File: src/rtl/usr_pkg.sv
// Purpose: Constants and types for the synchronous serial port receive/slave block
// Assumes: Byte-wide register file on a plain strobe port, one 50 MHz clock
// Notes: Register offsets are byte addresses of an 8-bit space
// Functional notes
// - Either receive enable starts reception in master mode
// - Data sampled on shift clock falling edge
// - Single word once; continuous until cleared, wins
// - Finished word enters FIFO, sets receive flag
// - Receive flag read-only, clears when FIFO empty
// - Receive data is a two-entry FIFO
// - Full FIFO at last bit sets overrun
// - Overrun blocks transfers; cleared by dropping continuous
// - Each data read advances received ninth bit
// - Clock source cleared means external shift clock
// - Slave sleep: second word waits, flag later
// - Transmit flag with enable wakes from sleep
// - Slave mode ignores single-word receive enable
// - Slave receive in sleep wakes on enable
// - Clock source set drives shift clock out
// - Baud generator reset while all enables clear
// - Half duplex: receive and transmit exclude
// - Receive enable pauses transmit, data released
package usr_pkg;
	localparam logic [7:0] OFS_INTCTL  = 8'h0b;
	localparam logic [7:0] OFS_PFLAGS  = 8'h0c;
	localparam logic [7:0] OFS_RXSTAT  = 8'h18;
	localparam logic [7:0] OFS_TXBUF   = 8'h19;
	localparam logic [7:0] OFS_RXFIFO  = 8'h1a;
	localparam logic [7:0] OFS_PENABLE = 8'h8c;
	localparam logic [7:0] OFS_TXSTAT  = 8'h98;
	localparam logic [7:0] OFS_BAUD    = 8'h99;
	// Receive status/control fields
	localparam int RS_PORT_EN = 7;
	localparam int RS_RX9     = 6;
	localparam int RS_SINGLE  = 5;
	localparam int RS_CONT    = 4;
	localparam int RS_ADDR_EN = 3;
	localparam int RS_OVERRUN = 1;
	localparam int RS_NINTH   = 0;
	// Transmit status/control fields
	localparam int TS_CLK_SRC = 7;
	localparam int TS_TX9     = 6;
	localparam int TS_TX_EN   = 5;
	localparam int TS_SYNC    = 4;
	localparam int TS_BAUD_HI = 2;
	localparam int TS_SHIFT_E = 1;
	localparam int TS_NINTH   = 0;
	// Flag/enable fields and global interrupt controls
	localparam int PF_RX = 5;
	localparam int PF_TX = 4;
	localparam int IC_GLOBAL = 7;
	localparam int IC_PERIPH = 6;
	localparam logic [7:0] RST_INTCTL  = 8'h00;
	localparam logic [7:0] RST_PFLAGS  = 8'h00;
	localparam logic [7:0] RST_RXSTAT  = 8'h00;
	localparam logic [7:0] RST_TXBUF   = 8'h00;
	localparam logic [7:0] RST_PENABLE = 8'h00;
	localparam logic [7:0] RST_TXSTAT  = 8'h02;
	localparam logic [7:0] RST_BAUD    = 8'h00;
	localparam logic [3:0] BITS_8_LAST = 4'h7;
	localparam logic [3:0] BITS_9_LAST = 4'h8;
	localparam logic [3:0] BITS_8      = 4'h8;
	localparam logic [3:0] BITS_9      = 4'h9;

	typedef struct packed {
		logic [7:0] addr;
		logic [7:0] wdata;
		logic       we;
		logic       re;
	} usr_bus_t;
endpackage : usr_pkg

File: src/rtl/usr_sync.sv
// Purpose: Synchronous serial port: receive path, slave mode, sleep wake-up
// Assumes: All pin inputs synchronous to clock; external clock slow vs 50 MHz
// Notes: Master clock period is 2*(baud divisor+1) system cycles
`timescale 1ns/1ps
`default_nettype none
module usr_sync #(
	parameter int FIFO_DEPTH = 2
) (
	input  wire logic          clock,
	input  wire logic          rst_n,
	input  wire usr_pkg::usr_bus_t bus,
	output var  logic [7:0]    rdata_q,
	input  wire logic          sleep_mode,
	output var  logic          irq_q,
	output var  logic          wake_q,
	input  wire logic          shift_clock_line_i,
	output var  logic          shift_clock_line_o,
	output var  logic          shift_clock_line_oe,
	input  wire logic          serial_data_line_i,
	output var  logic          serial_data_line_o,
	output var  logic          serial_data_line_oe
);
	if (FIFO_DEPTH != 2)
	begin : g_bad_depth
		$error("usr_sync: FIFO_DEPTH must be 2");
	end

	logic [7:0] intctl_q, pflags_q, penable_q, baud_q, txbuf_q;
	logic       port_en_q, rx9_q, single_q, cont_q, addr_en_q, overrun_q;
	logic       clk_src_q, tx9_q, tx_en_q, sync_q, baud_hi_q, tx_ninth_q;
	logic [7:0] brg_cnt_q;
	logic       ck_q, ck_prev_q;
	logic       txbuf_full_q, tsr_busy_q;
	logic [8:0] tsr_q;
	logic [3:0] tx_left_q;
	logic [3:0] rx_cnt_q;
	logic [8:0] rsr_q;
	logic [8:0] fifo_q [FIFO_DEPTH];
	logic [1:0] fifo_cnt_q;

	logic       wr, rd, port_on, master, rx_run, brg_run, brg_tick, clk_run;
	logic       rise_evt, fall_evt, rx_done, push, pop, fifo_full, overrun_set;
	logic       tx_load, rx_flag, tx_flag;
	logic [3:0] rx_last;
	logic [8:0] rx_word;

	assign wr      = bus.we;
	assign rd      = bus.re;
	assign port_on = port_en_q & sync_q;
	assign master  = clk_src_q;
	// Slave ignores single-word enable; continuous wins over single
	assign rx_run  = port_on & (cont_q | (master & single_q));
	assign brg_run = tx_en_q | cont_q | single_q;
	assign brg_tick = brg_run & (brg_cnt_q == 8'h00);
	assign clk_run = port_on & master & (rx_run | (tsr_busy_q & tx_en_q));
	// Same edges in both modes: rise shifts out, fall samples
	assign rise_evt = master ? (brg_tick & ~ck_q & clk_run)
	                         : (port_on & shift_clock_line_i & ~ck_prev_q);
	assign fall_evt = master ? (brg_tick & ck_q)
	                         : (port_on & ~shift_clock_line_i & ck_prev_q);
	assign rx_last   = rx9_q ? usr_pkg::BITS_9_LAST : usr_pkg::BITS_8_LAST;
	assign rx_done   = rx_run & fall_evt & (rx_cnt_q == rx_last);
	assign fifo_full = (fifo_cnt_q == 2'h2);
	assign pop       = rd & (bus.addr == usr_pkg::OFS_RXFIFO) & (fifo_cnt_q != 2'h0);
	assign push        = rx_done & ~overrun_q & ~fifo_full;
	assign overrun_set = rx_done & ~overrun_q & fifo_full;
	assign tx_load  = tx_en_q & ~tsr_busy_q & txbuf_full_q;
	assign rx_flag  = (fifo_cnt_q != 2'h0);
	assign tx_flag  = ~txbuf_full_q;

	always_comb
	begin
		rx_word = rsr_q;
		rx_word[rx_cnt_q] = serial_data_line_i;
	end

	// Baud generator, held in reset with every enable clear
	always_ff @(posedge clock or negedge rst_n)
	begin
		if (!rst_n)
			brg_cnt_q <= 8'h00;
		else if (!brg_run)
			brg_cnt_q <= 8'h00;
		else if (brg_tick)
			brg_cnt_q <= baud_q;
		else
			brg_cnt_q <= brg_cnt_q - 8'h01;
	end

	// Master clock idles low; a stopped generator drops it at once,
	// else a stuck high level would fake a falling edge on restart
	always_ff @(posedge clock or negedge rst_n)
	begin
		if (!rst_n)
		begin
			ck_q      <= 1'b0;
			ck_prev_q <= 1'b0;
		end
		else
		begin
			ck_prev_q <= shift_clock_line_i;
			if (!(port_on & master & brg_run))
				ck_q <= 1'b0;
			else if (brg_tick & ck_q)
				ck_q <= 1'b0;
			else if (brg_tick & clk_run)
				ck_q <= 1'b1;
		end
	end

	// Pin drivers
	always_ff @(posedge clock or negedge rst_n)
	begin
		if (!rst_n)
		begin
			shift_clock_line_oe <= 1'b0;
			serial_data_line_oe <= 1'b0;
		end
		else
		begin
			shift_clock_line_oe <= port_on & master;
			// Receiving releases the data line; transmitter state kept
			serial_data_line_oe <= port_on & tx_en_q & ~rx_run;
		end
	end
	assign shift_clock_line_o = ck_q;

	// Register writes
	always_ff @(posedge clock or negedge rst_n)
	begin
		if (!rst_n)
		begin
			intctl_q   <= usr_pkg::RST_INTCTL;
			pflags_q   <= usr_pkg::RST_PFLAGS;
			penable_q  <= usr_pkg::RST_PENABLE;
			baud_q     <= usr_pkg::RST_BAUD;
			port_en_q  <= usr_pkg::RST_RXSTAT[usr_pkg::RS_PORT_EN];
			rx9_q      <= usr_pkg::RST_RXSTAT[usr_pkg::RS_RX9];
			single_q   <= usr_pkg::RST_RXSTAT[usr_pkg::RS_SINGLE];
			cont_q     <= usr_pkg::RST_RXSTAT[usr_pkg::RS_CONT];
			addr_en_q  <= usr_pkg::RST_RXSTAT[usr_pkg::RS_ADDR_EN];
			clk_src_q  <= usr_pkg::RST_TXSTAT[usr_pkg::TS_CLK_SRC];
			tx9_q      <= usr_pkg::RST_TXSTAT[usr_pkg::TS_TX9];
			tx_en_q    <= usr_pkg::RST_TXSTAT[usr_pkg::TS_TX_EN];
			sync_q     <= usr_pkg::RST_TXSTAT[usr_pkg::TS_SYNC];
			baud_hi_q  <= usr_pkg::RST_TXSTAT[usr_pkg::TS_BAUD_HI];
			tx_ninth_q <= usr_pkg::RST_TXSTAT[usr_pkg::TS_NINTH];
		end
		else
		begin
			if (wr && bus.addr == usr_pkg::OFS_INTCTL)
				intctl_q <= bus.wdata;
			if (wr && bus.addr == usr_pkg::OFS_PFLAGS)
				pflags_q <= bus.wdata;
			if (wr && bus.addr == usr_pkg::OFS_PENABLE)
				penable_q <= {1'b0, bus.wdata[6:0]};
			if (wr && bus.addr == usr_pkg::OFS_BAUD)
				baud_q <= bus.wdata;
			if (wr && bus.addr == usr_pkg::OFS_RXSTAT)
			begin
				port_en_q <= bus.wdata[usr_pkg::RS_PORT_EN];
				rx9_q     <= bus.wdata[usr_pkg::RS_RX9];
				single_q  <= bus.wdata[usr_pkg::RS_SINGLE];
				cont_q    <= bus.wdata[usr_pkg::RS_CONT];
				addr_en_q <= bus.wdata[usr_pkg::RS_ADDR_EN];
			end
			// One word only, then the single enable drops
			if (rx_done & master & ~cont_q)
				single_q <= 1'b0;
			if (wr && bus.addr == usr_pkg::OFS_TXSTAT)
			begin
				clk_src_q  <= bus.wdata[usr_pkg::TS_CLK_SRC];
				tx9_q      <= bus.wdata[usr_pkg::TS_TX9];
				tx_en_q    <= bus.wdata[usr_pkg::TS_TX_EN];
				sync_q     <= bus.wdata[usr_pkg::TS_SYNC];
				baud_hi_q  <= bus.wdata[usr_pkg::TS_BAUD_HI];
				tx_ninth_q <= bus.wdata[usr_pkg::TS_NINTH];
			end
		end
	end

	// Overrun: only a drop of the continuous enable clears it; set wins
	always_ff @(posedge clock or negedge rst_n)
	begin
		if (!rst_n)
			overrun_q <= 1'b0;
		else if (overrun_set)
			overrun_q <= 1'b1;
		else if (!cont_q)
			overrun_q <= 1'b0;
	end

	// Receive shifter, one bit per falling edge
	always_ff @(posedge clock or negedge rst_n)
	begin
		if (!rst_n)
		begin
			rx_cnt_q <= 4'h0;
			rsr_q    <= 9'h000;
		end
		else if (!rx_run)
			rx_cnt_q <= 4'h0;
		else if (fall_evt)
		begin
			rsr_q[rx_cnt_q] <= serial_data_line_i;
			if (rx_done)
				rx_cnt_q <= 4'h0;
			else
				rx_cnt_q <= rx_cnt_q + 4'h1;
		end
	end

	// Two-entry FIFO, head in entry 0; ninth bit travels with the word
	always_ff @(posedge clock or negedge rst_n)
	begin
		if (!rst_n)
		begin
			fifo_cnt_q <= 2'h0;
			for (int i = 0; i < FIFO_DEPTH; i++)
				fifo_q[i] <= 9'h000;
		end
		else if (push & pop)
			fifo_q[0] <= rx_word;
		else if (push)
		begin
			fifo_q[fifo_cnt_q[0]] <= rx_word;
			fifo_cnt_q <= fifo_cnt_q + 2'h1;
		end
		else if (pop)
		begin
			fifo_q[0] <= fifo_q[1];
			fifo_cnt_q <= fifo_cnt_q - 2'h1;
		end
	end

	// Transmit buffer and shifter; write beats a same-cycle transfer
	always_ff @(posedge clock or negedge rst_n)
	begin
		if (!rst_n)
		begin
			txbuf_q      <= usr_pkg::RST_TXBUF;
			txbuf_full_q <= 1'b0;
		end
		else if (wr && bus.addr == usr_pkg::OFS_TXBUF)
		begin
			txbuf_q      <= bus.wdata;
			txbuf_full_q <= 1'b1;
		end
		else if (tx_load)
			txbuf_full_q <= 1'b0;
	end

	always_ff @(posedge clock or negedge rst_n)
	begin
		if (!rst_n)
		begin
			tsr_q              <= 9'h000;
			tx_left_q          <= 4'h0;
			tsr_busy_q         <= 1'b0;
			serial_data_line_o <= 1'b0;
		end
		else if (!tx_en_q)
		begin
			tx_left_q  <= 4'h0;
			tsr_busy_q <= 1'b0;
		end
		else if (tx_load)
		begin
			tsr_q      <= {tx_ninth_q, txbuf_q};
			tx_left_q  <= tx9_q ? usr_pkg::BITS_9 : usr_pkg::BITS_8;
			tsr_busy_q <= 1'b1;
		end
		// Shifting pauses while receiving; state survives for later
		else if (tsr_busy_q & ~rx_run)
		begin
			if (rise_evt && tx_left_q != 4'h0)
			begin
				serial_data_line_o <= tsr_q[0];
				tsr_q     <= {1'b0, tsr_q[8:1]};
				tx_left_q <= tx_left_q - 4'h1;
			end
			else if (fall_evt && tx_left_q == 4'h0)
				tsr_busy_q <= 1'b0;
		end
	end

	// Interrupt request and wake-up from sleep
	always_ff @(posedge clock or negedge rst_n)
	begin
		if (!rst_n)
		begin
			irq_q  <= 1'b0;
			wake_q <= 1'b0;
		end
		else
		begin
			irq_q  <= intctl_q[usr_pkg::IC_GLOBAL] & intctl_q[usr_pkg::IC_PERIPH]
			        & ((rx_flag & penable_q[usr_pkg::PF_RX])
			        | (tx_flag & penable_q[usr_pkg::PF_TX]));
			wake_q <= sleep_mode & ((rx_flag & penable_q[usr_pkg::PF_RX])
			        | (tx_flag & penable_q[usr_pkg::PF_TX]));
		end
	end

	// Read port, data one cycle after the strobe
	always_ff @(posedge clock or negedge rst_n)
	begin
		if (!rst_n)
			rdata_q <= 8'h00;
		else if (rd)
		begin
			unique case (bus.addr)
				usr_pkg::OFS_INTCTL:  rdata_q <= intctl_q;
				usr_pkg::OFS_PFLAGS:  rdata_q <= {1'b0, pflags_q[6], rx_flag, tx_flag,
				                                 pflags_q[3:0]};
				usr_pkg::OFS_RXSTAT:  rdata_q <= {port_en_q, rx9_q, single_q, cont_q,
				                                 addr_en_q, 1'b0, overrun_q,
				                                 fifo_q[0][8]};
				usr_pkg::OFS_TXBUF:   rdata_q <= txbuf_q;
				usr_pkg::OFS_RXFIFO:  rdata_q <= rx_flag ? fifo_q[0][7:0] : 8'h00;
				usr_pkg::OFS_PENABLE: rdata_q <= penable_q;
				usr_pkg::OFS_TXSTAT:  rdata_q <= {clk_src_q, tx9_q, tx_en_q, sync_q, 1'b0,
				                                 baud_hi_q, ~tsr_busy_q, tx_ninth_q};
				usr_pkg::OFS_BAUD:    rdata_q <= baud_q;
				default:              rdata_q <= 8'h00;
			endcase
		end
	end
endmodule : usr_sync
`default_nettype wire

File: config.mk
export PLATFORM = sky130hd
export DESIGN_NAME = usr_sync
export DESIGN_NICKNAME = d
export VERILOG_FILES = /design/src/rtl/usr_pkg.sv /design/src/rtl/usr_sync.sv
export SDC_FILE = /design/constraint.sdc
export NUM_CORES = 1
export LEC_CHECK = 0
export BUFFER_PORTS_ARGS = -buffer_cell sky130_fd_sc_hd__buf_2
export CAP_MARGIN = 20
export CORE_UTILIZATION = 60
export CTS_CLUSTER_SIZE = 14
export DETAILED_ROUTE_END_ITERATION = 8
export PLACE_DENSITY = 0.79
export SYNTH_ARGS = -nofsm -noshare
export SYNTH_HDL_FRONTEND = slang
export SYNTH_SLANG_ARGS = --single-unit
File: constraint.sdc
create_clock -name clock -period 7.6 [get_ports clock]
set_input_delay 1.52 -clock clock [delete_from_list [all_inputs] [get_ports clock]]
set_output_delay 1.52 -clock clock [all_outputs]
set_load 0.02 [all_outputs]
==> flow_summary.yaml <==
run_status:
  status: "finished, final reports clean"
sta:
  slew_headroom: 0.305
  period_share: 0.570
  drv_slew: 0
  worst_slack_ps: 3270
  period_minus_slack_ps: 4330
  finalClockSkew_ps: 14.8
  rsz0062_at_grt: "no"
  setup_viol: 0
  whs_ps: 480
  hold_viol: 0
  fmax_mhz: 231
  fin_tns_setup_ps: 0
  worst_pin_slew_ps: 1040
logic_synthesis:
  synth_top_family_by_area: "compound AO/OA/AOI/OAI gates"
  ys_seq_area_frac: 0.483
  yosysWarnings: 0
  yosys-top-cells-area: "dfrtp_1 48%, mux2_2 9.1%, mux2i_1 3.6%, nor2_1 2.7%, a21oi_1 2.5%"
  ys_types: 72
  netlist.area_leader.share: 0.483
  synth-seq-cells: 119
  synthSimpleGateAreaFrac: 0.158
  async_reset_ff_frac: 1.00
  ys_top_cells_by_count: "119 x dfrtp_1, 50 x mux2_2, 45 x nor2_1"
  synth_flop_cell: "dfrtp_1"
  syn_area_um2: 6160
  synthCells: 581
  synth.most_common_cell: "dfrtp_1"
  synth_xor_area_frac: 0.00995
  yosys.area.top_type: "dfrtp_1"
  avgSynthCellArea_um2: 10.6
  synthesis.nets: 615
  synth_fa_ha_area_frac: 0.0223
  synthMuxAreaShare: 0.127
  synth_compound_area_frac: 0.167
  synth_edf_count: 0
global_route:
  track_usage: 0.311
  grt-ovfl-total: 0
  grt_pass1_wl_mm: 24.3
  grt_pass1_vias: 4638
  antenna_found_initial: 0
  grt_max_degree: 79
die:
  start_util: 0.624
  core-area_um2: 9860
  row_count: 36
  die_h_um: 103
  dieArea_um2: 10700
  io_pins: 37
  die_x_um: 103
flow_run:
  maxCapViolCount: 0
power_and_ir_drop:
  power_mw: 1.65
  pwr_density_cell_nw_per_um2: 235
  leakagePower_nw: 3.26
  ir_worst_vdd_mv: 0.233
worst_setup_path:
  critPathMaxStageDelay_ps: 830
  arrival_ps: 4710
  crit_path_start: "bus[10]"
  path_cells: "buf_2 > nor3b_1 > and4bb_1 > nand2_1 > inv_1 > ha_1 > nor3_1 > o2111ai_1 > and2_1 > a31oi_1"
  crit_type: "in -> reg"
  worst_path_max_delay_cell: "nor3b_1"
  end_kind: "register"
  reg2reg_slack_ps: 3460
  crit_fanout: 19
  required_ps: 7970
  endpoint: "fifo_q[14]"
  reg2reg_depth: 9
  reg2reg_to: "fifo_q[14]"
  r2r_start: "tx_en_q"
  start_kind: "input port"
clock_tree:
  cts-root-buf: "clkbuf_8"
  ctsResizeCount: 0
  htree_levels: 4
  worstSkewPairLatency_ps: 540
  cts_tree: "yes"
  clkSlewWorstSetupHoldPaths_ps: 60
  hold_buffers: 0
  clk_path_buf_depth: 2
  cts_setup_buffers: 0
  clock_sinks: 119
  numCtsBuffers: 17
min_path:
  hp-class: "reg -> reg"
routing:
  vias: 4913
  wire_per_inst_um: 20.3
  top_layer_used: "met4"
  drcViolationCount: 0
  wl_mm: 15.5
  wl_met2_mm: 7.36
  ant_nets: 0
  met1Wirelength_mm: 6.78
  dr.pass1.iters: 5
  drt-initial-drc-count: 377
  vias_per_cell: 6.44
  dr_wl_met3_um: 967
cells_and_area:
  final_util: 0.715
  num_antenna_cells: 0
  area_growth_pct: 14.5
  final_nets: 652
  drive_above_1_share: 0.222
placement:
  io_buffers: 36
  dp_slack_ps: 2920
  place.gp.congestion: 0.919
  dp_hpwl_mm: 10.4
[area by class of cell]
cell class	instances	area [um^2]
clock buffer	24	490
clock inverter	7	116
fill	687	2810
inverter	26	97.6
multi-input combinational	413	2980
sequential	119	2980
tap	133	166
timing repair buffer	41	220
[registers in the layout (all words and copies together) (netlist names), 2 cells and up]
register and flops:
rx_cnt_q 4, txbuf_q 8, intctl_q 8, brg_cnt_q 8, pflags_q 5, fifo_cnt_q 2
fifo_q 18, rsr_q 9, tsr_q 9, baud_q 8, penable_q 7, tx_left_q 4
rdata_q 8
[how the worst min path moves through the flow]
stage | start | end | slack, ps | cells past startpoint
floorplan | brg_cnt_q[0] | brg_cnt_q[0] | 450 | 1
global placement | txbuf_full_q | txbuf_full_q | 460 | 1
detailed placement | txbuf_full_q | txbuf_full_q | 470 | 1
CTS | txbuf_full_q | txbuf_full_q | 480 | 1
global route | txbuf_full_q | txbuf_full_q | 500 | 1
finish | txbuf_full_q | txbuf_full_q | 480 | 1
[placed cells by master, fill, tap and decap left out, types with 4 or more instances in the layout]
| cell type | count |
|---|---|
| dfrtp_1 | 119 |
| mux2_2 | 50 |
| nor2_1 | 45 |
| nand2_1 | 38 |
| buf_2 | 35 |
| a21oi_1 | 31 |
| inv_1 | 25 |
| mux2i_1 | 22 |
| o21ai_0 | 21 |
| a31oi_1 | 19 |
| nand3_1 | 16 |
| clkbuf_16 | 16 |
| a211oi_1 | 12 |
| nand3b_1 | 11 |
| o22ai_1 | 11 |
| ha_1 | 11 |
| o21bai_1 | 9 |
| nor3_1 | 8 |
| a22o_1 | 8 |
| or3_1 | 6 |
| clkbuf_8 | 6 |
| nor3b_1 | 5 |
| and2_1 | 5 |
| buf_4 | 5 |
| xnor2_1 | 4 |
| and3_1 | 4 |
| o211ai_1 | 4 |
| or2_2 | 4 |
| nand2b_1 | 4 |
[report_power, final]
part	internal [mW]	switching, mW	leakage [nW]	total [mW]
sequential	0.657	0.0207	1.61	0.678
clock	0.541	0.278	0.297	0.819
combinational	0.0555	0.102	1.35	0.157
[stage by stage]
step	area, um^2	cells
2_1_floorplan	6160	581
3_3_place_gp	6430	730
3_5_place_dp	6430	730
4_1_cts	7040	761
5_1_grt	7050	763
6_report	7050	763
[routing by layer]
metal  global-route usage  vias up
met5                    0        -
met3               0.0847       29
li1                     -     2226
met1                0.416     2457
met4                0.134        0
met2                0.481      201
[critical path: cells and delay by family]
kind / cells / cell delay (ps)
AOI/OAI and AO/OA: 2 / 490
adders and majority gates: 1 / 510
buffers and inverters: 2 / 210
and+or+nand+nor: 5 / 1970
[logic make-up after synthesis]
logic type / Yosys count
XOR/XNOR: 7
AO/OA/AOI/OAI: 146
adder cells (fa/ha/maj): 11
multiplexers: 72
buffers and inverters: 49
AND/OR/NAND/NOR: 177
flip-flops: 119
Power figures use the tool's default switching activity.
